## src/hdl/sbp_defs.svh

```systemverilog
// Constants for the secondary bus power state controller
// Operation
// - Primary reset asserts card reset on powered slots
// - Return to D0 keeps slot Vcc setting
// - Bus off may run on auxiliary power
// - Programmable bus off control is optional
// - System reset returns bus to B0
// - Power loss gives B3, else software writes
// - Soft-off may place bus in B3
// - Bridge drives and controls secondary clock
// - Power state field reads and sets bus state
// - D0 to B0, D1 to B1, D2 stops clock
// - Soft-off B3 stops clock, may drop Vcc
// - Read-only bit picks B2 or B3 at soft-off
// - Read-only enable for state-driven power control
// - In B1 card initiates no traffic
// - Clock stop asks card through clock-run
// - Card clock-run request restarts the clock
// - Bridge may deny restart in B2
// - No clock-run use in D3
// - Access beyond non-B0 bus master aborts
// - B2 keeps Vcc, clock held low
// - B1 claims no downstream accesses
`ifndef SBP_DEFS_SVH
`define SBP_DEFS_SVH

`define SBP_ADDR_W        8
`define SBP_OFF_PMCS      8'h00
`define SBP_OFF_BSE       8'h04
`define SBP_OFF_SLOT      8'h08
`define SBP_OFF_STAT      8'h0c

`define SBP_PM_D0         2'h0
`define SBP_PM_D1         2'h1
`define SBP_PM_D2         2'h2
`define SBP_PM_D3         2'h3
`define SBP_BUS_B0        2'h0
`define SBP_BUS_B1        2'h1
`define SBP_BUS_B2        2'h2
`define SBP_BUS_B3        2'h3

`define SBP_PMCS_PM_LO    0
`define SBP_PMCS_WAKE     8
`define SBP_BSE_SEL       0
`define SBP_BSE_EN        1
`define SBP_SLOT_VCC      0
`define SBP_SLOT_OFF      1
`define SBP_SLOT_DENY     2
`define SBP_STAT_BUS_LO   0
`define SBP_STAT_CLK      2
`define SBP_STAT_CRST     3
`define SBP_STAT_VCC      4
`define SBP_STAT_REMOVED  5
`define SBP_STAT_PRESENT  6

`define SBP_VCC_SET_RST   1'b1
`define SBP_CRST_W        16
`define SBP_WIN_W         4
`define SBP_CR_WIN        4'h4

`define SBP_RESP_OKAY     2'h0
`define SBP_RESP_SLVERR   2'h2

`endif

```

## src/hdl/sbp_pkg.sv

```systemverilog
// Types for the secondary bus power state controller
`include "sbp_defs.svh"
package sbp_pkg;

  // Clock-run negotiation states, one-hot
  typedef enum logic [4:0] {
    SBP_CR_RUN  = 5'h01,
    SBP_CR_REQ  = 5'h02,
    SBP_CR_STOP = 5'h04,
    SBP_CR_WAKE = 5'h08,
    SBP_CR_OFF  = 5'h10
  } sbp_cr_t;

  // Controller state
  typedef struct packed {
    logic [1:0]             pm;
    logic                   wake_en;
    logic                   vcc_set;
    logic                   bus_off_en;
    logic                   deny_en;
    logic                   removed;
    logic                   cr_s1;
    logic                   cr_s2;
    logic                   ck_s1;
    logic                   ck_s2;
    logic                   cp_s1;
    logic                   cp_s2;
    logic                   cp_prev;
    logic                   ax_s1;
    logic                   ax_s2;
    logic                   gate;
    logic                   cclk;
    logic                   ck_prev;
    logic                   vcc_on;
    logic                   crst_on;
    logic [`SBP_CRST_W-1:0] crst_cnt;
    logic [`SBP_WIN_W-1:0]  win_cnt;
    sbp_cr_t                cr;
    logic                   dn_fwd;
    logic                   dn_abort;
  } sbp_st_t;

  // AXI4-Lite slave state
  typedef struct packed {
    logic                   aw_have;
    logic                   w_have;
    logic [`SBP_ADDR_W-1:0] waddr;
    logic [31:0]            wdata;
    logic [3:0]             wstrb;
    logic                   bvalid;
    logic [1:0]             bresp;
    logic                   rd_pend;
    logic [`SBP_ADDR_W-1:0] raddr;
    logic                   rvalid;
    logic [1:0]             rresp;
    logic [31:0]            rdata;
  } sbp_axi_st_t;

endpackage

```

## src/hdl/sbp_axil.sv

```systemverilog
// AXI4-Lite register slave for the power state controller
`include "sbp_defs.svh"
module sbp_axil
  import sbp_pkg::*;
(
  input  wire logic                   clk,
  input  wire logic                   reset,
  input  wire logic [`SBP_ADDR_W-1:0] s_axi_awaddr,
  input  wire logic                   s_axi_awvalid,
  output logic                        s_axi_awready,
  input  wire logic [31:0]            s_axi_wdata,
  input  wire logic [3:0]             s_axi_wstrb,
  input  wire logic                   s_axi_wvalid,
  output logic                        s_axi_wready,
  output logic [1:0]                  s_axi_bresp,
  output logic                        s_axi_bvalid,
  input  wire logic                   s_axi_bready,
  input  wire logic [`SBP_ADDR_W-1:0] s_axi_araddr,
  input  wire logic                   s_axi_arvalid,
  output logic                        s_axi_arready,
  output logic [31:0]                 s_axi_rdata,
  output logic [1:0]                  s_axi_rresp,
  output logic                        s_axi_rvalid,
  input  wire logic                   s_axi_rready,
  output logic                        wr_pulse,
  output logic [`SBP_ADDR_W-1:0]      wr_addr,
  output logic [31:0]                 wr_data,
  output logic [3:0]                  wr_strb,
  input  wire logic                   wr_hit,
  output logic [`SBP_ADDR_W-1:0]      rd_addr,
  input  wire logic [31:0]            rd_data,
  input  wire logic                   rd_hit
);

  sbp_axi_st_t q;   // Registered state
  sbp_axi_st_t d;   // Next state

  // Ready while the holding slot is empty and no answer is pending
  assign s_axi_awready = !q.aw_have && !q.bvalid;
  assign s_axi_wready  = !q.w_have && !q.bvalid;
  assign s_axi_arready = !q.rd_pend && !q.rvalid;
  assign s_axi_bvalid  = q.bvalid;
  assign s_axi_bresp   = q.bresp;
  assign s_axi_rvalid  = q.rvalid;
  assign s_axi_rresp   = q.rresp;
  assign s_axi_rdata   = q.rdata;
  // Write commits once address and data are both held
  assign wr_pulse      = q.aw_have && q.w_have && !q.bvalid;
  assign wr_addr       = q.waddr;
  assign wr_data       = q.wdata;
  assign wr_strb       = q.wstrb;
  assign rd_addr       = q.raddr;

  // Next-state logic for both channels
  always_comb begin
    d = q;
    if (s_axi_awvalid && s_axi_awready) begin
      d.aw_have = 1'b1;
      d.waddr   = s_axi_awaddr;
    end
    if (s_axi_wvalid && s_axi_wready) begin
      d.w_have = 1'b1;
      d.wdata  = s_axi_wdata;
      d.wstrb  = s_axi_wstrb;
    end
    if (wr_pulse) begin
      d.aw_have = 1'b0;
      d.w_have  = 1'b0;
      d.bvalid  = 1'b1;
      d.bresp   = wr_hit ? `SBP_RESP_OKAY : `SBP_RESP_SLVERR;
    end
    if (q.bvalid && s_axi_bready) begin
      d.bvalid = 1'b0;
    end
    if (s_axi_arvalid && s_axi_arready) begin
      d.rd_pend = 1'b1;
      d.raddr   = s_axi_araddr;
    end
    if (q.rd_pend) begin
      // Data captured from the decoded address one cycle after acceptance
      d.rd_pend = 1'b0;
      d.rvalid  = 1'b1;
      d.rdata   = rd_hit ? rd_data : 32'h0000_0000;
      d.rresp   = rd_hit ? `SBP_RESP_OKAY : `SBP_RESP_SLVERR;
    end
    if (q.rvalid && s_axi_rready) begin
      d.rvalid = 1'b0;
    end
  end

  // State register
  always_ff @(posedge clk) begin
    if (reset) begin
      q <= '0;
    end else begin
      q <= d;
    end
  end

endmodule

```

## src/hdl/sbp_ctrl.sv

```systemverilog
// Secondary bus power state, clock-run and card reset controller
//
// Implementation choices: the register offsets and the AXI4-Lite interface to the registers.
`include "sbp_defs.svh"
module sbp_ctrl
  import sbp_pkg::*;
#(
  parameter logic                   SOFTOFF_BUS_STATE_SELECT    = 1'b0,   // 1: soft-off gives B2
  parameter logic                   BUS_POWER_CLOCK_CTRL_ENABLE = 1'b1,   // State-driven control
  parameter logic [`SBP_CRST_W-1:0] CRST_HOLD                   = 16'h0040 // Card reset cycles
)
(
  input  wire logic                   clk,
  input  wire logic                   reset,
  input  wire logic [`SBP_ADDR_W-1:0] s_axi_awaddr,
  input  wire logic                   s_axi_awvalid,
  output logic                        s_axi_awready,
  input  wire logic [31:0]            s_axi_wdata,
  input  wire logic [3:0]             s_axi_wstrb,
  input  wire logic                   s_axi_wvalid,
  output logic                        s_axi_wready,
  output logic [1:0]                  s_axi_bresp,
  output logic                        s_axi_bvalid,
  input  wire logic                   s_axi_bready,
  input  wire logic [`SBP_ADDR_W-1:0] s_axi_araddr,
  input  wire logic                   s_axi_arvalid,
  output logic                        s_axi_arready,
  output logic [31:0]                 s_axi_rdata,
  output logic [1:0]                  s_axi_rresp,
  output logic                        s_axi_rvalid,
  input  wire logic                   s_axi_rready,
  input  wire logic                   clk_src,
  output logic                        card_clk,
  input  wire logic                   clkrun_n_in,
  output logic                        clkrun_n_out,
  output logic                        clkrun_n_oe,
  output logic                        card_reset_n,
  output logic                        slot_vcc_en,
  input  wire logic                   card_present,
  input  wire logic                   aux_power_only,
  input  wire logic                   dn_access_req,
  output logic                        dn_access_fwd,
  output logic                        dn_access_abort,
  output logic                        card_grant_enable
);

  sbp_st_t                q;          // Registered state
  sbp_st_t                d;          // Next state
  logic                   wr_pulse;   // Register write commit
  logic [`SBP_ADDR_W-1:0] wr_addr;    // Write byte address
  logic [31:0]            wr_data;    // Write data
  logic [3:0]             wr_strb;    // Write byte lanes
  logic                   wr_hit;     // Write address mapped
  logic [`SBP_ADDR_W-1:0] rd_addr;    // Read byte address
  logic [31:0]            rd_data;    // Read data mux
  logic                   rd_hit;     // Read address mapped
  logic [1:0]             bus_state;  // Secondary bus state
  logic                   want_stop;  // Bus state asks for clock off
  logic                   ctl_en;     // State-driven control active
  logic                   vcc_cut;    // Bus off removes slot Vcc
  logic                   vcc_want;   // Slot Vcc before register
  logic                   removal;    // Card removal edge
  logic                   cclk_rise;  // Source clock rising edge
  logic                   gate_want;  // Clock should run

  // Register bus slave
  sbp_axil u_axil (
    .clk           (clk),
    .reset         (reset),
    .s_axi_awaddr  (s_axi_awaddr),
    .s_axi_awvalid (s_axi_awvalid),
    .s_axi_awready (s_axi_awready),
    .s_axi_wdata   (s_axi_wdata),
    .s_axi_wstrb   (s_axi_wstrb),
    .s_axi_wvalid  (s_axi_wvalid),
    .s_axi_wready  (s_axi_wready),
    .s_axi_bresp   (s_axi_bresp),
    .s_axi_bvalid  (s_axi_bvalid),
    .s_axi_bready  (s_axi_bready),
    .s_axi_araddr  (s_axi_araddr),
    .s_axi_arvalid (s_axi_arvalid),
    .s_axi_arready (s_axi_arready),
    .s_axi_rdata   (s_axi_rdata),
    .s_axi_rresp   (s_axi_rresp),
    .s_axi_rvalid  (s_axi_rvalid),
    .s_axi_rready  (s_axi_rready),
    .wr_pulse      (wr_pulse),
    .wr_addr       (wr_addr),
    .wr_data       (wr_data),
    .wr_strb       (wr_strb),
    .wr_hit        (wr_hit),
    .rd_addr       (rd_addr),
    .rd_data       (rd_data),
    .rd_hit        (rd_hit)
  );

  // Word-aligned decode; low address bits ignored
  function automatic logic is_reg(input logic [`SBP_ADDR_W-1:0] a, input logic [`SBP_ADDR_W-1:0] off);
    is_reg = ({a[`SBP_ADDR_W-1:2], 2'b00} == off);
  endfunction

  assign wr_hit = is_reg(wr_addr, `SBP_OFF_PMCS) || is_reg(wr_addr, `SBP_OFF_BSE) ||
                  is_reg(wr_addr, `SBP_OFF_SLOT) || is_reg(wr_addr, `SBP_OFF_STAT);
  assign rd_hit = is_reg(rd_addr, `SBP_OFF_PMCS) || is_reg(rd_addr, `SBP_OFF_BSE) ||
                  is_reg(rd_addr, `SBP_OFF_SLOT) || is_reg(rd_addr, `SBP_OFF_STAT);

  // Bus state follows the power state field; loss of main power forces B3
  always_comb begin
    if (q.ax_s2) begin
      bus_state = `SBP_BUS_B3;
    end else begin
      unique case (q.pm)
        `SBP_PM_D0: bus_state = `SBP_BUS_B0;
        `SBP_PM_D1: bus_state = `SBP_BUS_B1;
        `SBP_PM_D2: bus_state = `SBP_BUS_B2;
        `SBP_PM_D3: bus_state = SOFTOFF_BUS_STATE_SELECT ? `SBP_BUS_B2 : `SBP_BUS_B3;
      endcase
    end
  end

  // Control enable is fixed; with it clear an outside scheme owns clock and power
  assign ctl_en    = BUS_POWER_CLOCK_CTRL_ENABLE;
  assign want_stop = ctl_en && (bus_state == `SBP_BUS_B2 || bus_state == `SBP_BUS_B3);
  // Vcc cut only in programmed bus off, and only when software allows it
  assign vcc_cut   = ctl_en && q.bus_off_en && q.pm == `SBP_PM_D3 && bus_state == `SBP_BUS_B3;
  assign vcc_want  = q.vcc_set && !q.ax_s2 && !vcc_cut;
  assign removal   = q.cp_prev && !q.cp_s2;
  assign cclk_rise = q.ck_s2 && !q.ck_prev;
  // Clock runs in negotiation and wake; never in deep-off
  assign gate_want = !q.ax_s2 && (q.cr == SBP_CR_RUN || q.cr == SBP_CR_REQ || q.cr == SBP_CR_WAKE);

  // Register read mux; reserved bits read as zero
  always_comb begin
    rd_data = 32'h0000_0000;
    if (is_reg(rd_addr, `SBP_OFF_PMCS)) begin
      rd_data[`SBP_PMCS_PM_LO +: 2] = bus_state == `SBP_BUS_B3 && q.ax_s2 ? `SBP_PM_D3 : q.pm;
      rd_data[`SBP_PMCS_WAKE]       = q.wake_en;
    end else if (is_reg(rd_addr, `SBP_OFF_BSE)) begin
      rd_data[`SBP_BSE_SEL] = SOFTOFF_BUS_STATE_SELECT;
      rd_data[`SBP_BSE_EN]  = BUS_POWER_CLOCK_CTRL_ENABLE;
    end else if (is_reg(rd_addr, `SBP_OFF_SLOT)) begin
      rd_data[`SBP_SLOT_VCC]  = q.vcc_set;
      rd_data[`SBP_SLOT_OFF]  = q.bus_off_en;
      rd_data[`SBP_SLOT_DENY] = q.deny_en;
    end else if (is_reg(rd_addr, `SBP_OFF_STAT)) begin
      rd_data[`SBP_STAT_BUS_LO +: 2] = bus_state;
      rd_data[`SBP_STAT_CLK]         = q.gate;
      rd_data[`SBP_STAT_CRST]        = q.crst_on;
      rd_data[`SBP_STAT_VCC]         = q.vcc_on;
      rd_data[`SBP_STAT_REMOVED]     = q.removed;
      rd_data[`SBP_STAT_PRESENT]     = q.cp_s2;
    end
  end

  // Next-state logic for the whole controller
  always_comb begin
    d = q;
    // Two-stage synchronisers for clk_src, clkrun_n_in, card_present and aux_power_only
    d.ck_s1   = clk_src;
    d.ck_s2   = q.ck_s1;
    d.ck_prev = q.ck_s2;
    d.cr_s1   = clkrun_n_in;
    d.cr_s2   = q.cr_s1;
    d.cp_s1   = card_present;
    d.cp_s2   = q.cp_s1;
    d.cp_prev = q.cp_s2;
    d.ax_s1   = aux_power_only;
    d.ax_s2   = q.ax_s1;

    // Software writes; state field two bits wide
    if (wr_pulse) begin
      if (is_reg(wr_addr, `SBP_OFF_PMCS)) begin
        if (wr_strb[0]) begin
          d.pm = wr_data[`SBP_PMCS_PM_LO +: 2];
        end
        if (wr_strb[1]) begin
          d.wake_en = wr_data[`SBP_PMCS_WAKE];
        end
      end else if (is_reg(wr_addr, `SBP_OFF_SLOT) && wr_strb[0]) begin
        // Slot setting only changes by software or removal
        d.vcc_set    = wr_data[`SBP_SLOT_VCC];
        d.bus_off_en = wr_data[`SBP_SLOT_OFF];
        d.deny_en    = wr_data[`SBP_SLOT_DENY];
      end else if (is_reg(wr_addr, `SBP_OFF_STAT) && wr_strb[0] && wr_data[`SBP_STAT_REMOVED]) begin
        d.removed = 1'b0;
      end
    end
    // Removal drops slot power; the event beats a same-cycle write or clear
    if (removal) begin
      d.vcc_set = 1'b0;
      d.removed = 1'b1;
    end

    // Clock gate changes only while the source is low, so no runt pulse
    // Deep-off cuts at once: with main power gone no card can see a runt
    if (!q.ck_s2 || q.ax_s2) begin
      d.gate = gate_want;
    end
    d.cclk = q.gate && q.ck_s2;

    // Clock-run negotiation
    unique case (q.cr)
      SBP_CR_RUN: begin
        d.win_cnt = '0;
        if (want_stop && q.pm == `SBP_PM_D3) begin
          d.cr = SBP_CR_OFF;
        end else if (want_stop) begin
          d.cr    = SBP_CR_REQ;
          // Our own pull is still in the synchroniser; start it at the released
          // level so the bridge never reads its own drive as a card refusal
          d.cr_s1 = 1'b1;
          d.cr_s2 = 1'b1;
        end
      end
      SBP_CR_REQ: begin
        // Released line: card holding it low refuses the stop
        if (!want_stop || !q.cr_s2) begin
          d.cr = SBP_CR_RUN;
        end else if (q.win_cnt == `SBP_CR_WIN) begin
          d.cr = SBP_CR_STOP;
        end else if (cclk_rise) begin
          d.win_cnt = q.win_cnt + 1'b1;
        end
      end
      SBP_CR_STOP: begin
        if (q.pm == `SBP_PM_D3) begin
          d.cr = SBP_CR_OFF;
        end else if (!want_stop) begin
          d.cr = SBP_CR_WAKE;
        end else if (!q.cr_s2 && !q.deny_en) begin
          d.cr = SBP_CR_WAKE;
        end
        // With deny set the card request is ignored in B2
      end
      SBP_CR_WAKE: begin
        d.cr = SBP_CR_RUN;
      end
      SBP_CR_OFF: begin
        if (!want_stop) begin
          d.cr = SBP_CR_WAKE;
        end else if (q.pm != `SBP_PM_D3) begin
          d.cr = SBP_CR_STOP;
        end
      end
    endcase

    // Slot power and card reset; reset reloads on every Vcc return
    d.vcc_on = vcc_want;
    if (q.ax_s2 || !q.vcc_on) begin
      d.crst_cnt = CRST_HOLD;
    end else if (q.crst_cnt != '0) begin
      d.crst_cnt = q.crst_cnt - 1'b1;
    end
    d.crst_on = (d.crst_cnt != '0);

    // Downstream accesses pass only in B0, else master abort
    d.dn_fwd   = dn_access_req && bus_state == `SBP_BUS_B0;
    d.dn_abort = dn_access_req && bus_state != `SBP_BUS_B0;
  end

  // State register; system reset brings D0 and B0 with card reset held
  always_ff @(posedge clk) begin
    if (reset) begin
      q          <= '0;
      q.vcc_set  <= `SBP_VCC_SET_RST;
      q.crst_cnt <= CRST_HOLD;
      q.crst_on  <= 1'b1;
      q.cr       <= SBP_CR_RUN;
    end else begin
      q <= d;
    end
  end

  // Outputs; clock-run is open drain and never driven in D3
  assign card_clk          = q.cclk;
  assign clkrun_n_out      = 1'b0;
  assign clkrun_n_oe       = (q.cr == SBP_CR_RUN || q.cr == SBP_CR_WAKE) && q.pm != `SBP_PM_D3 && ctl_en;
  assign card_reset_n      = !q.crst_on;
  assign slot_vcc_en       = q.vcc_on;
  assign dn_access_fwd     = q.dn_fwd;
  assign dn_access_abort   = q.dn_abort;
  // Card may not start traffic outside B0, which lets the arbiter sleep
  assign card_grant_enable = bus_state == `SBP_BUS_B0;
endmodule

```

## config.mk

```make
export PLATFORM = sky130hd
export DESIGN_NAME = sbp_ctrl
export DESIGN_NICKNAME = d
export VERILOG_FILES = /design/src/hdl/sbp_pkg.sv /design/src/hdl/sbp_axil.sv /design/src/hdl/sbp_ctrl.sv
export VERILOG_INCLUDE_DIRS = /design/src /design/src/hdl
export SDC_FILE = /design/constraint.sdc
export NUM_CORES = 1
export LEC_CHECK = 0
export ABC_AREA = 1
export BUFFER_PORTS_ARGS = -buffer_cell sky130_fd_sc_hd__buf_2
export CORE_UTILIZATION = 47
export DETAILED_ROUTE_END_ITERATION = 8
export GPL_TIMING_DRIVEN = 0
export PLACE_DENSITY = 0.87
export SLEW_MARGIN = 20
export SYNTH_ARGS = -nofsm -noshare
export SYNTH_HDL_FRONTEND = slang
export SYNTH_SLANG_ARGS = --single-unit
```

## constraint.sdc

```tcl
create_clock -name clk -period 1.6 [get_ports clk]
set_clock_uncertainty 0.1 [all_clocks]
set_input_delay 0.08 -clock clk [delete_from_list [all_inputs] [get_ports clk]]
set_output_delay 0.08 -clock clk [all_outputs]
set_load 0.02 [all_outputs]
```

==> metrics.md <==
| Metric | Value |
|---|---|
| Run status | finished, violations left |
| Failing checks | setup timing |
| Max Clock Freq | 593 MHz |
| Launch point of the worst reg-to-reg path | q[12] |
| Final Hold Violating Endpoints | 0 |
| Worst-case clock buffer depth | 2 |
| Required time of the critical path | 1.74 ns |
| Synth Register Bits | 82 |
| Diode insertion count for antenna repair | 0 |
| # H-tree levels | 3 |
| Register area share after synthesis | 42.2% |
| Start-to-end type of the worst setup path | flop to flop |
| Library cell contributing the largest single delay on the critical path | sky130_fd_sc_hd__dfxtp_4 |
| Final number of max-transition violations | 0 |
| Average vias per placed instance | 5.17 |
| Worst Max-Slew Pin Slew | 0.664 ns |
| Met3 capacity usage during global routing | 3.74% |
| Cell chosen for the clock root | sky130_fd_sc_hd__clkbuf_8 |
| Final Worst Setup Slack | -0.0853 ns |
| Number of instances in the synthesized netlist | 541 |
| Flip-flop cell with the highest count after synthesis | sky130_fd_sc_hd__dfxtp_1 |
| Most numerous cell in the Yosys netlist | sky130_fd_sc_hd__nor2_1 |
| Sink count of the clock tree | 82 |
| Count of different cell masters after synthesis | 34 |
| Clock edge transition at the registers on the reported setup and hold paths | 0.09 ns |
| Arrival time of data at the critical path endpoint | 1.83 ns |
| Final weighted congestion in routability-driven placement | 0.926 |
| Number of max-capacitance violations reported | 0 |
| Count of cells along the worst register-to-register path | 11 |
| Combinational Power Share | 24.1% |
| Worst setup path startpoint | q[12] |
| Overall die height | 93.0 um |
| Startpoint of the lowest-slack hold path | s_axi_arvalid |
| Class of the tightest hold or removal check | input port to flop |
| P_int | 3380 uW |
| Top cell types by occurrence after synthesis | sky130_fd_sc_hd__nor2_1, sky130_fd_sc_hd__nand2_1, sky130_fd_sc_hd__dfxtp_1 |
| Post-route antenna net violation count | 0 |
| Max-Slew Margin vs Limit | 55.7% |
| Mean instance size in the synthesized netlist | 7.19 sq um |
| Net switching power | 1640 uW |
| Sequential group share of total power | 45.1% |
| Met1 routing resource usage after global routing | 28.4% |
| Setup crit end kind | flop |
| Family with the most delay on the worst path | simple AND/OR/NAND/NOR gates |
| Number of buffer and inverter instances along the worst setup path | 1 |
| Number of flops mapped to enable cells by yosys | 0 |
| Total of warnings raised by yosys | 0 |
| Portion of total power attributed to the clock network | 30.9% |
| Final core occ | 69.2% |
| Sequence of cells on the critical path | inv_4 > ha_4 > nand2_2 > nor2_4 > nand2_4 > nor2_4 > nor2_2 > nor2_2 > nand2_2 > nor2_1 > nand3_1 |
| Total global routing track utilization | 23.7% |
| Cells on Worst Hold Path | 3 |
| DR WL/cell | 14.2 um |
| IR Drop Worst-Case VDD | 737 uV |
| Cell area after technology mapping | 3890 sq um |
| Number of remaining DRC errors | 0 |
| Tmin final | 1.69 ns |
| Area used by multi-input combinational logic | 2060 sq um |
| Leading post-synthesis cells by cell area | sky130_fd_sc_hd__dfxtp_1, sky130_fd_sc_hd__nor2_1, sky130_fd_sc_hd__nand2_1, sky130_fd_sc_hd__buf_4, sky130_fd_sc_hd__inv_1 |
| CP Max Fanout | 7 |
| Delay contributed by the slowest stage of the critical path | 0.37 ns |
| Drt total wl | 11.3 mm |
| Setup repair after global routing missed its margin | true |
| Number of fill cells in the layout | 553 |
| Starting utilization of the core area | 49.6% |
| DR vias | 4106 |
| Worst slack at placement | -0.170 ns |
| I/O Buffers | 52 |
| Cell count along the critical path | 11 |
| Global-route wire length before repair | 16.1 mm |
| Final Net Count | 755 |
| Congestion Overflow GR | 0 |
| Skew-Pair Late Insertion Delay | 0.36 ns |
| Pin count of the biggest net entering global routing | 16 |
| Placed wire-length estimate | 6.65 mm |
| Via count of the first global-routing pass | 3547 |
| TritonCTS clock tree | built |
| Overall die width | 93.0 um |
| Post-synthesis to final-layout area growth | 39.6% |
| Leakage | 0.00258 uW |
| Cell type with the highest aggregate area in the netlist | sky130_fd_sc_hd__dfxtp_1 |
| Power Dens Cells | 924 nW/um^2 |
| Sw Ratio | 32.6% |
| Initial antenna violation count | 0 |
| First-pass iteration count of the detailed router | 5 |
| Overall power | 5020 uW |
| # setup viols final | 3 |
| Ports placed on the boundary | 113 |
| Ys async rst share | 0% |
| TritonCTS buffer count | 9 |
| Number of core rows | 32 |
| Layout cells sized above 1 | 34.1% |
| Yosys top cell area share | 42.2% |
| Routing usage on met2 | 41.3% |
| Part of the cycle the worst path needs | 105% |
| Die area | 8650 sq um |
| First DRT Iteration DRCs | 373 |
| Launching element type of the critical path | flop |
| Layer carrying the most global-route usage | met2 |
| Sequential cell area in the final layout | 1680 sq um |
| Placeable core region | 7850 sq um |
## final cells by class
class / instances / share of cell area (%)
Clock inverter: 7 / 1.40
Tap cell: 102 / 2.35
Timing Repair Buffer: 109 / 14.4
Clock buffer: 9 / 2.28
Inverter: 66 / 4.65
Sequential cell: 82 / 30.9
Buffer: 48 / 6.15
Multi-Input combinational cell: 371 / 37.9
## path summary, 6_finish.rpt
| kind | end | slack (ns) |
|---|---|---|
| worst max-delay path | q[27] | -0.09 |
| worst min-delay path | u_axil.q[43] | 0.02 |
| worst max register to register | q[27] | -0.09 |
| worst min register to register | d[29] | 0.31 |
## per-stage QoR
stage	instance area [sq um]	hold WS, ns	setup TNS (ns)	std cells
6_report	5430	0.0223	-0.0999	794
5_1_grt	5430	0.0307	-0.582	794
4_1_cts	4950	0.00625	-0.157	772
3_5_place_dp	4380	0.176	-0.270	721
3_3_place_gp	4380	0.165	-0.154	721
2_1_floorplan	3990	0.0790	0	567
## layout by cell type (no fill, tap or decap), types with 4 or more instances in the layout
master                          count
sky130_fd_sc_hd__nor2_4            15
sky130_fd_sc_hd__inv_1             59
sky130_fd_sc_hd__nor3_1             9
sky130_fd_sc_hd__nand2_4            4
sky130_fd_sc_hd__dfxtp_4            4
sky130_fd_sc_hd__nand4_1            9
sky130_fd_sc_hd__dlygate4sd3_1     27
sky130_fd_sc_hd__dfxtp_1           61
sky130_fd_sc_hd__nand2_2           15
sky130_fd_sc_hd__clkbuf_1           7
sky130_fd_sc_hd__a21oi_1           33
sky130_fd_sc_hd__nand3_1           18
sky130_fd_sc_hd__conb_1            27
sky130_fd_sc_hd__buf_2             51
sky130_fd_sc_hd__dfxtp_2           17
sky130_fd_sc_hd__buf_4             65
sky130_fd_sc_hd__nor2_2            16
sky130_fd_sc_hd__nand2_1           70
sky130_fd_sc_hd__nand3_2           12
sky130_fd_sc_hd__inv_2              5
sky130_fd_sc_hd__xor2_1             5
sky130_fd_sc_hd__o21ai_0           32
sky130_fd_sc_hd__nor2_1            76
sky130_fd_sc_hd__clkbuf_8           9
## worst min-delay path: stages
cell,delay (ns)
sky130_fd_sc_hd__buf_2,0.07
sky130_fd_sc_hd__nand2_1,0.17
sky130_fd_sc_hd__nor2_1,0.13
## cells by family after synthesis
group,after synthesis,share of synthesized area [%]
simple gates,253,28.8
compound gates,80,11.3
fa+ha+maj,4,1.29
flops,82,42.2
buf+inv,114,14.8
other cells,1,0.0964
xor+xnor,7,1.58
## state kept, by name (all words and copies together), names as in the netlist, 2 cells and up
| signal | count |
|---|---|
| u_axil.wr_strb | 2 |
| u_axil.wr_data | 5 |
| q | 39 |
| u_axil.rd_addr | 6 |
| u_axil.q | 3 |
| d | 5 |
| u_axil.wr_addr | 6 |
| u_axil.s_axi_rdata | 8 |
## power groups by stage
stage | logic, uW | registers, uW | clock network, uW
after global routing | 1310 | 2270 | 1640
final | 1210 | 2260 | 1550
after CTS | 955 | 2230 | 1550
after floorplan | 657 | 2270 | 0
after global placement | 833 | 2280 | 0
after detailed placement | 863 | 2280 | 0
## routing by layer
metal	wire length [um]	vias up	share of wire (%)
li1	-	1970	-
met1	4520	1872	40
met2	5520	222	49
met3	880	42	7.8
met4	382	0	3.4
met5	0	-	0
## what timing repair did
action                                  4_1_cts  5_1_grt
buffers inserted                              8       21
pin swaps                                     8       33
endpoints found under the setup margin       11       26
hold buffers                                 27        0
cloned                                        0        1
gates resized for setup                      16       95
hold endpoints to repair                     27        0
(Power assumes the default switching activity.)
